**src/cies_pkg.sv**
```systemverilog
// package: constants for the instruction execution subset
package cies_pkg;
  // apb register byte offsets
  localparam logic [7:0] ADDR_INSTR     = 8'h00;
  localparam logic [7:0] ADDR_WREG      = 8'h04;
  localparam logic [7:0] ADDR_STATUS    = 8'h08;
  localparam logic [7:0] ADDR_PC        = 8'h0c;
  localparam logic [7:0] ADDR_FILE_ADDR = 8'h10;
  localparam logic [7:0] ADDR_FILE_DATA = 8'h14;
  localparam logic [7:0] ADDR_STACK     = 8'h18;
  localparam logic [7:0] ADDR_WATCHDOG  = 8'h1c;
  // status register bit positions
  localparam int STAT_C     = 0;
  localparam int STAT_DC    = 1;
  localparam int STAT_Z     = 2;
  localparam int STAT_PD    = 3;
  localparam int STAT_TO    = 4;
  localparam int STAT_GIE   = 5;
  localparam int STAT_SLEEP = 6;
  // reset values
  localparam logic       RST_TO    = 1'b1;
  localparam logic       RST_PD    = 1'b1;
  localparam logic [7:0] RST_WREG  = 8'h00;
  localparam logic [12:0] RST_PC   = 13'h0000;
  // instruction word fields
  localparam int OP_DEST_BIT = 7;
  // full-word opcodes
  localparam logic [13:0] OP_NOP    = 14'h0000;
  localparam logic [13:0] OP_RETURN = 14'h0008;
  localparam logic [13:0] OP_RETURN_FROM_IRQ_OP = 14'h0009;
  localparam logic [13:0] OP_SLEEP  = 14'h0063;
  // opcode prefixes on bits 13:8
  localparam logic [5:0] OP_SUB_FROM_FILE_OP = 6'h02;
  localparam logic [5:0] OP_XOR_FILE_OP = 6'h06;
  localparam logic [5:0] OP_RRF   = 6'h0c;
  localparam logic [5:0] OP_RLF   = 6'h0d;
  localparam logic [5:0] OP_NIBBLE_SWAP_OP = 6'h0e;
  localparam logic [5:0] OP_XOR_LITERAL_OP = 6'h3a;
  // prefix on bits 13:10 and on bits 13:9
  localparam logic [3:0] OP_RETURN_LITERAL_OP = 4'hd;
  localparam logic [4:0] OP_SUB_FROM_LITERAL_OP = 5'h1e;
  // timing: instruction cycles per op
  localparam logic [1:0] CYC_BRANCH = 2'h2;
  localparam logic [1:0] CYC_SINGLE = 2'h1;
endpackage

```
**src/cies_core.sv**
```systemverilog
// execution unit for a subset of an 8-bit core instruction set, apb slave
//
// Implementation choices: register access over APB and the address map.
`timescale 1ns/1ps
// Summary of operation
// - the interrupt return pops the stack top into pc and sets the global enable, flags kept.
// - rotate left moves the file value up one bit through carry, only carry changes.
// - destination bit 0 sends the result to w, 1 writes it back to the file register.
// - rotate right moves the file value down one bit through carry, carry is updated.
// - the literal return loads the literal into w and pops the stack into pc, flags kept.
// - the literal return and the subroutine return each take two instruction cycles.
// - the subroutine return pops the stack and loads the popped entry into pc, flags kept.
// - power-down clears watchdog and prescaler, sets the time-out bit, clears power-down bit.
// - after those updates the core enters sleep with its oscillator halted.
// - literal subtract computes literal minus w into w and updates carry, digit carry, zero.
// - literal xor puts w xor literal into w and updates only zero.
// - file subtract computes file minus w into the destination and updates c, dc, z.
// - file xor puts w xor file into the destination and updates only zero.
// - nibble swap exchanges the file nibbles into the destination, flags kept.
module cies_core
  import cies_pkg::*;
#(
  parameter int STACK_DEPTH = 8,
  parameter int FILE_WORDS  = 128
)(
  // apb slave
  input  wire logic        pclk,
  input  wire logic        presetn,
  input  wire logic        psel,
  input  wire logic        penable,
  input  wire logic        pwrite,
  input  wire logic [7:0]  paddr,
  input  wire logic [31:0] pwdata,
  output logic             pready,
  output logic [31:0]      prdata,
  output logic             pslverr,
  // core state
  output logic             osc_halted,
  output logic             global_irq_enable
);

  localparam int SPW = $clog2(STACK_DEPTH);

  ////////////////////////////////////////////////////////////////////////////////
  // state
  logic [7:0]     wreg;
  logic [12:0]    pc;
  logic           carry_flag;
  logic           digit_carry_flag;
  logic           zero_flag;
  logic           timeout_status_bit;
  logic           powerdown_status_bit;
  logic [7:0]     watchdog_counter;
  logic [7:0]     wdt_prescaler;
  logic [6:0]     file_addr;
  logic [13:0]    last_instr;
  logic [1:0]     cyc_count;
  logic [SPW-1:0] sp;
  logic [12:0]    stack_mem [STACK_DEPTH];
  logic [7:0]     file_mem  [FILE_WORDS];

  logic [7:0]     next_wreg;
  logic [12:0]    next_pc;
  logic           next_carry;
  logic           next_dc;
  logic           next_zero;
  logic           next_to;
  logic           next_pd;
  logic           next_gie;
  logic           next_halt;
  logic [7:0]     next_wdt;
  logic [7:0]     next_pre;
  logic [6:0]     next_faddr;
  logic [13:0]    next_instr;
  logic [1:0]     next_cyc;
  logic [SPW-1:0] next_sp;
  logic           next_pready;
  logic [31:0]    next_prdata;
  logic           next_slverr;
  logic           stk_we;
  logic [12:0]    stk_wdata;
  logic           file_we;
  logic [6:0]     file_waddr;
  logic [7:0]     file_wdata;

  ////////////////////////////////////////////////////////////////////////////////
  // decode of the word on the bus
  logic [13:0] op;
  logic [7:0]  lit;
  logic [6:0]  faddr_op;
  logic [7:0]  fval;
  logic        dest_file;
  logic        is_two_cycle;
  logic [8:0]  sub_sum;
  logic [4:0]  sub_nib;
  logic [7:0]  sub_a;
  logic [7:0]  status_rd;
  logic        access;

  // standard word layout
  // field extraction
  assign op        = pwdata[13:0];
  assign lit       = op[7:0];
  assign faddr_op  = op[6:0];
  assign dest_file = op[OP_DEST_BIT];
  assign fval      = file_mem[faddr_op];
  assign access    = psel & penable & ~pready;

  assign is_two_cycle = (op == OP_RETURN) || (op == OP_RETURN_FROM_IRQ_OP) || (op[13:10] == OP_RETURN_LITERAL_OP);

  // subtract by adding the complement plus one; carry out means no borrow
  assign sub_a   = (op[13:9] == OP_SUB_FROM_LITERAL_OP) ? lit : fval;
  assign sub_sum = {1'b0, sub_a} + {1'b0, ~wreg} + 9'h001;
  assign sub_nib = {1'b0, sub_a[3:0]} + {1'b0, ~wreg[3:0]} + 5'h01;

  assign status_rd = {1'b0, osc_halted, global_irq_enable, timeout_status_bit,
                      powerdown_status_bit, zero_flag, digit_carry_flag, carry_flag};

  ////////////////////////////////////////////////////////////////////////////////
  // next state
  always_comb
  begin
    logic [7:0] res;
    logic       wr_res;
    logic       exec;
    res         = 8'h00;
    wr_res      = 1'b0;
    exec        = 1'b0;
    next_wreg   = wreg;
    next_pc     = pc;
    next_carry  = carry_flag;
    next_dc     = digit_carry_flag;
    next_zero   = zero_flag;
    next_to     = timeout_status_bit;
    next_pd     = powerdown_status_bit;
    next_gie    = global_irq_enable;
    next_halt   = osc_halted;
    next_faddr  = file_addr;
    next_instr  = last_instr;
    next_cyc    = cyc_count;
    next_sp     = sp;
    next_pready = 1'b0;
    next_prdata = 32'h0000_0000;
    next_slverr = 1'b0;
    stk_we      = 1'b0;
    stk_wdata   = pwdata[12:0];
    file_we     = 1'b0;
    file_waddr  = file_addr;
    file_wdata  = pwdata[7:0];
    // watchdog runs on its own, even while halted
    {next_wdt, next_pre} = {watchdog_counter, wdt_prescaler} + 16'h0001;

    if (access)
    begin
      next_pready = 1'b1;
      if (pwrite && paddr == ADDR_INSTR)
      begin
        if (osc_halted)
          // no execution while asleep
          next_slverr = 1'b1;
        else if (is_two_cycle && cyc_count != CYC_BRANCH)
        begin
          // hold the bus one more cycle for the second instruction cycle
          next_pready = 1'b0;
          next_cyc    = CYC_BRANCH;
        end
        else
          exec = 1'b1;
      end
      else if (pwrite)
      begin
        case (paddr)
          ADDR_WREG:      next_wreg = pwdata[7:0];
          ADDR_STATUS:
          begin
            // power bits are read-only; sleep bit can only be cleared (wake)
            next_carry = pwdata[STAT_C];
            next_dc    = pwdata[STAT_DC];
            next_zero  = pwdata[STAT_Z];
            next_gie   = pwdata[STAT_GIE];
            if (!pwdata[STAT_SLEEP])
              next_halt = 1'b0;
          end
          ADDR_PC:        next_pc = pwdata[12:0];
          ADDR_FILE_ADDR: next_faddr = pwdata[6:0];
          ADDR_FILE_DATA: file_we = 1'b1;
          ADDR_STACK:
          begin
            // push, as a call would; wraps like the hardware stack
            stk_we  = 1'b1;
            next_sp = sp + 1'b1;
          end
          ADDR_WATCHDOG:  next_slverr = 1'b1;
          default:        next_slverr = 1'b1;
        endcase
      end
      else
      begin
        case (paddr)
          ADDR_INSTR:     next_prdata = {18'h00000, last_instr};
          ADDR_WREG:      next_prdata = {24'h000000, wreg};
          ADDR_STATUS:    next_prdata = {24'h000000, status_rd};
          ADDR_PC:        next_prdata = {19'h00000, pc};
          ADDR_FILE_ADDR: next_prdata = {25'h0000000, file_addr};
          ADDR_FILE_DATA: next_prdata = {24'h000000, file_mem[file_addr]};
          ADDR_STACK:     next_prdata = {19'h00000, stack_mem[sp - 1'b1]};
          ADDR_WATCHDOG:  next_prdata = {24'h000000, watchdog_counter};
          default:        next_slverr = 1'b1;
        endcase
      end
    end

    if (exec)
    begin
      next_instr = op;
      next_cyc   = CYC_SINGLE;
      next_pc    = pc + 13'h0001;
      if (op == OP_RETURN || op == OP_RETURN_FROM_IRQ_OP || op[13:10] == OP_RETURN_LITERAL_OP)
      begin
        next_sp = sp - 1'b1;
        next_pc = stack_mem[sp - 1'b1];
        if (op == OP_RETURN_FROM_IRQ_OP)
          next_gie = 1'b1;
        if (op[13:10] == OP_RETURN_LITERAL_OP)
          next_wreg = lit;
      end
      else if (op == OP_SLEEP)
      begin
        next_wdt = 8'h00;
        next_pre = 8'h00;
        next_to  = 1'b1;
        next_pd  = 1'b0;
        next_halt = 1'b1;
      end
      else if (op[13:9] == OP_SUB_FROM_LITERAL_OP)
      begin
        next_wreg  = sub_sum[7:0];
        next_carry = sub_sum[8];
        next_dc    = sub_nib[4];
        next_zero  = (sub_sum[7:0] == 8'h00);
      end
      else if (op[13:8] == OP_XOR_LITERAL_OP)
      begin
        next_wreg = wreg ^ lit;
        next_zero = ((wreg ^ lit) == 8'h00);
      end
      else
      begin
        wr_res = 1'b1;
        case (op[13:8])
          OP_RLF:
          begin
            res        = {fval[6:0], carry_flag};
            next_carry = fval[7];
          end
          OP_RRF:
          begin
            res        = {carry_flag, fval[7:1]};
            next_carry = fval[0];
          end
          OP_SUB_FROM_FILE_OP:
          begin
            res        = sub_sum[7:0];
            next_carry = sub_sum[8];
            next_dc    = sub_nib[4];
            next_zero  = (sub_sum[7:0] == 8'h00);
          end
          OP_XOR_FILE_OP:
          begin
            res       = wreg ^ fval;
            next_zero = ((wreg ^ fval) == 8'h00);
          end
          OP_NIBBLE_SWAP_OP:
            res = {fval[3:0], fval[7:4]};
          default:
            // no-op and unlisted words only advance pc
            wr_res = 1'b0;
        endcase
      end
      if (wr_res)
      begin
        if (dest_file)
        begin
          file_we    = 1'b1;
          file_waddr = faddr_op;
          file_wdata = res;
        end
        else
          next_wreg = res;
      end
    end
  end

  ////////////////////////////////////////////////////////////////////////////////
  // registers
  always_ff @(posedge pclk or negedge presetn)
  begin
    if (!presetn)
    begin
      wreg                 <= RST_WREG;
      pc                   <= RST_PC;
      carry_flag           <= 1'b0;
      digit_carry_flag     <= 1'b0;
      zero_flag            <= 1'b0;
      timeout_status_bit   <= RST_TO;
      powerdown_status_bit <= RST_PD;
      global_irq_enable    <= 1'b0;
      osc_halted           <= 1'b0;
      watchdog_counter     <= 8'h00;
      wdt_prescaler        <= 8'h00;
      file_addr            <= 7'h00;
      last_instr           <= OP_NOP;
      cyc_count            <= CYC_SINGLE;
      sp                   <= '0;
      pready               <= 1'b0;
      prdata               <= 32'h0000_0000;
      pslverr              <= 1'b0;
    end
    else
    begin
      wreg                 <= next_wreg;
      pc                   <= next_pc;
      carry_flag           <= next_carry;
      digit_carry_flag     <= next_dc;
      zero_flag            <= next_zero;
      timeout_status_bit   <= next_to;
      powerdown_status_bit <= next_pd;
      global_irq_enable    <= next_gie;
      osc_halted           <= next_halt;
      watchdog_counter     <= next_wdt;
      wdt_prescaler        <= next_pre;
      file_addr            <= next_faddr;
      last_instr           <= next_instr;
      cyc_count            <= next_cyc;
      sp                   <= next_sp;
      pready               <= next_pready;
      prdata               <= next_prdata;
      pslverr              <= next_slverr;
    end
  end

  // memories carry no reset; contents are software's to set up
  always_ff @(posedge pclk)
  begin
    if (stk_we)
      stack_mem[sp] <= stk_wdata;
    if (file_we)
      file_mem[file_waddr] <= file_wdata;
  end

endmodule

```
**config.mk**
```make
export PLATFORM = sky130hd
export DESIGN_NAME = cies_core
export DESIGN_NICKNAME = d
export VERILOG_FILES = /design/src/cies_pkg.sv /design/src/cies_core.sv
export SDC_FILE = /design/constraint.sdc
export NUM_CORES = 2
export LEC_CHECK = 0
export BUFFER_PORTS_ARGS = -buffer_cell sky130_fd_sc_hd__buf_2
export CAP_MARGIN = 20
export CORE_ASPECT_RATIO = 1.75
export CORE_UTILIZATION = 57
export CTS_CLUSTER_SIZE = 25
export DETAILED_ROUTE_END_ITERATION = 8
export PLACE_DENSITY = 0.74
export SKIP_CTS_REPAIR_TIMING = 1
export SKIP_LAST_GASP = 1
export SYNTH_ARGS = -nofsm -noshare
export SYNTH_HDL_FRONTEND = slang
export SYNTH_SLANG_ARGS = --single-unit
```
**constraint.sdc**
```tcl
create_clock -name pclk -period 8.6 [get_ports pclk]
set_input_delay 0 -clock pclk [delete_from_list [all_inputs] [get_ports pclk]]
set_output_delay 0 -clock pclk [all_outputs]
set_load 0.02 [all_outputs]
```
==> impl_metrics.tcl <==
set metrics [dict create \
    initial_core_util 0.574 \
    required_ps 9050 \
    yosysTopAreaCell "edfxtp_1" \
    firstDrtPassIters 7 \
    startpoint_type "input pin" \
    drive_above_1_share 0.301 \
    route.detailed.drc 0 \
    synth-seq-area-share 0.614 \
    wl_um 186000 \
    io_pins 81 \
    htree_levels 3 \
    finalHoldViolations 1 \
    hp-class "in -> reg" \
    root_buffer "clkbuf_16" \
    final_nets 3475 \
    critical_path_arrival_ps 7430 \
    path_clk_slew_ps 70 \
    ys_ff_latch 1213 \
    clk_latency_ps 770 \
    grt_pass1_wl_um 264000 \
    synth_flop_cell "edfxtp_1" \
    cts.path.max_buffers 3 \
    die_width_um 244 \
    avgSynthCellArea_um2 17.4 \
    drt-vias-per-instance 7.43 \
    syn2layout_area_growth_pct 10.6 \
    critPathKind "in -> reg" \
    core-area_um2 102000 \
    yosysUniqueCellTypes 81 \
    fin_crit_sh 0.812 \
    grtUsageTotal 0.363 \
    ant_nets 0 \
    hold_slack_ps -48.6 \
    worstMarginPinSlew_ps 1230 \
    synth_area_um2 58600 \
    slew_violations 0 \
    status "complete, but fails checks" \
    rrSetupSlack_ps 1940 \
    dieHeight_um 426 \
    hold_path_depth 6 \
    cts_made_buffers 105 \
    min_to "prdata[2]" \
    row_count 155 \
    gr-total-overflow 0 \
    reg2reg_from "file_mem[91][1]" \
    fin_cells 4845 \
    max_freq_ghz 0.143 \
    antenna_found_initial 18 \
    ys_warn_count 0 \
    cap_violations 0 \
    ir_drop_mv 0.173 \
    design.die.area_um2 104000 \
    min-delay-start "paddr[1]" \
    violations "negative hold slack" \
    syn_inst 3364 \
    finClkSkew_ps 37.9 \
    synth_area_leaders "edfxtp_1 58%, mux4_2 21%, dfrtp_1 3.5%, mux2i_1 3.0%, a22oi_1 1.2%" \
    setup_viol 0 \
    tritoncts "yes" \
    end_kind "flop" \
    synthArstFlopShare 0.0701 \
    gp_congestion 0.954 \
    crit_fanout 60 \
    slew_headroom 0.174 \
    portBuffers 44 \
    r2r_end "file_mem[50][7]" \
    final_cell_area_um2 64800 \
    vias 36000 \
    tns_ps 0 \
    synth_top_area_share 0.578 \
    drtIter0Drc 4484 \
    p_leak_nw 20.3 \
    grt_pass1_vias 36900 \
    placed_area_um2 60600 \
    rsz0062_at_grt "false" \
    synth-edff-count 1128 \
    hpwl_um 123000 \
    wl_per_cell_um 38.3 \
    dp_cells 4607 \
    finalPower_mw 12.5 \
    cts.sinks 1213 \
    layout_min_cycle_time_ps 6980 \
    ff2ff_path_depth 20 \
    power_density_nw_per_um2 193 \
    grt_max_degree 129 \
]
layout by cell type, fill, tap and decap left out, types with 13 or more instances in the layout:
cell,n
a21oi_1,50
buf_12,15
nand4_1,16
buf_4,120
xor2_1,21
mux2_2,27
nand2b_1,18
mux2i_1,178
nor3_2,61
nor2_1,173
dlygate4sd3_1,23
a22o_1,18
inv_1,24
nor3_1,44
ha_1,13
clkinv_1,16
bufinv_16,20
a22oi_1,96
conb_1,18
dfrtp_1,77
o22ai_1,23
xnor2_1,23
a31oi_1,25
edfxtp_1,1128
mux4_2,550
clkbuf_16,106
clkinv_2,18
a221oi_1,21
nand3_1,67
o21ai_0,57
buf_2,40
nand2_1,162
state kept, by name, indices dropped and copies added (netlist names), 2 cells and up:
register and cells:
cyc_count 2, file_addr 7, file_mem 1024, last_instr 14
pc 13, prdata 14, sp 3, stack_mem 104
watchdog_counter 8, wdt_prescaler 8, wreg 8
kinds of logic after synthesis:
kind of cell    synth area share
other cells            0.0000640
simple gates              0.0541
mux                        0.248
compound gates            0.0470
flops                      0.614
fa+ha+maj                0.00312
buf+inv                   0.0266
xor+xnor                 0.00658
synth_stat cells, drive strengths merged, types with 6 or more instances:
| cell type | n |
|---|---|
| dfrtp | 83 |
| edfxtp | 1128 |
| buf | 140 |
| xnor2 | 23 |
| nand2b | 18 |
| a22oi | 96 |
| mux2i | 179 |
| mux2 | 31 |
| nand2 | 163 |
| or3 | 8 |
| nor2b | 13 |
| nor2 | 175 |
| nor4 | 13 |
| clkbuf | 146 |
| nand4 | 16 |
| a211oi | 8 |
| a22o | 18 |
| o221ai | 8 |
| a221oi | 21 |
| a222oi | 6 |
| ha | 13 |
| mux4 | 550 |
| a21oi | 52 |
| nand3 | 75 |
| o211ai | 6 |
| nor3 | 106 |
| o21a | 11 |
| inv | 24 |
| or2 | 10 |
| a31oi | 30 |
| o22ai | 23 |
| o21ai | 61 |
| o2111ai | 6 |
| o22a | 8 |
| and3 | 8 |
| xor2 | 21 |
power breakdown:
part           total (mW)  internal, mW  switching, mW
combinational       0.865         0.294          0.572
clock                5.18          2.89           2.30
sequential           6.46          6.45         0.0146
stage by stage:
stage,setup WS (ps),utilization
2_1_floorplan,230,-
3_3_place_gp,1740,0.594
3_5_place_dp,1710,0.594
4_1_cts,2200,0.631
5_1_grt,1430,0.635
6_report,1620,0.635
worst max-delay path, cell delays in order:
cell           delay [ps]
dlygate4sd3_1         550
buf_4                 610
buf_4                 400
mux4_2                340
nor2b_1               160
a211oi_1              450
a2111oi_0             160
nor4_1                900
nor2_1                290
nand2_1               150
nand2_1                90
ha_1                  270
nor2b_1               120
o21ai_0               230
a21boi_0              170
o21ai_0               240
a21boi_0              150
o21ai_0               240
nor3b_1               350
nor2_1                120
o21ai_0               370
a41oi_4               510
buf_12                390
metal layers:
layer	vias up	global-route usage	share of wire
li1	14100	-	-
met1	18400	0.395	0.30
met2	2662	0.601	0.50
met3	810	0.0813	0.098
met4	24	0.313	0.10
met5	-	0	0.00099
layout make-up:
class / count / area, um^2
fill: 6934 / 37200
clock inverter: 79 / 1040
timing repair buffer: 214 / 1870
inverter: 26 / 97.6
sequential: 1213 / 36000
clock buffer: 116 / 2690
antenna: 7 / 17.5
tap: 1334 / 1670
multi-input combinational: 1856 / 21400
worst max path at each step:
| stage | startpoint | to | slack (ps) |
|---|---|---|---|
| 2_1_floorplan | pwdata[0] | file_mem[0][4] | 230 |
| 3_3_place_gp | pwdata[0] | file_mem[40][7] | 1740 |
| 3_5_place_dp | pwdata[0] | file_mem[34][7] | 1710 |
| 4_1_cts | file_mem[91][1] | file_mem[29][7] | 2200 |
| 5_1_grt | pwdata[3] | file_mem[50][7] | 1430 |
| 6_report | pwdata[3] | file_mem[50][7] | 1620 |
Power figures use the tool's default switching activity.
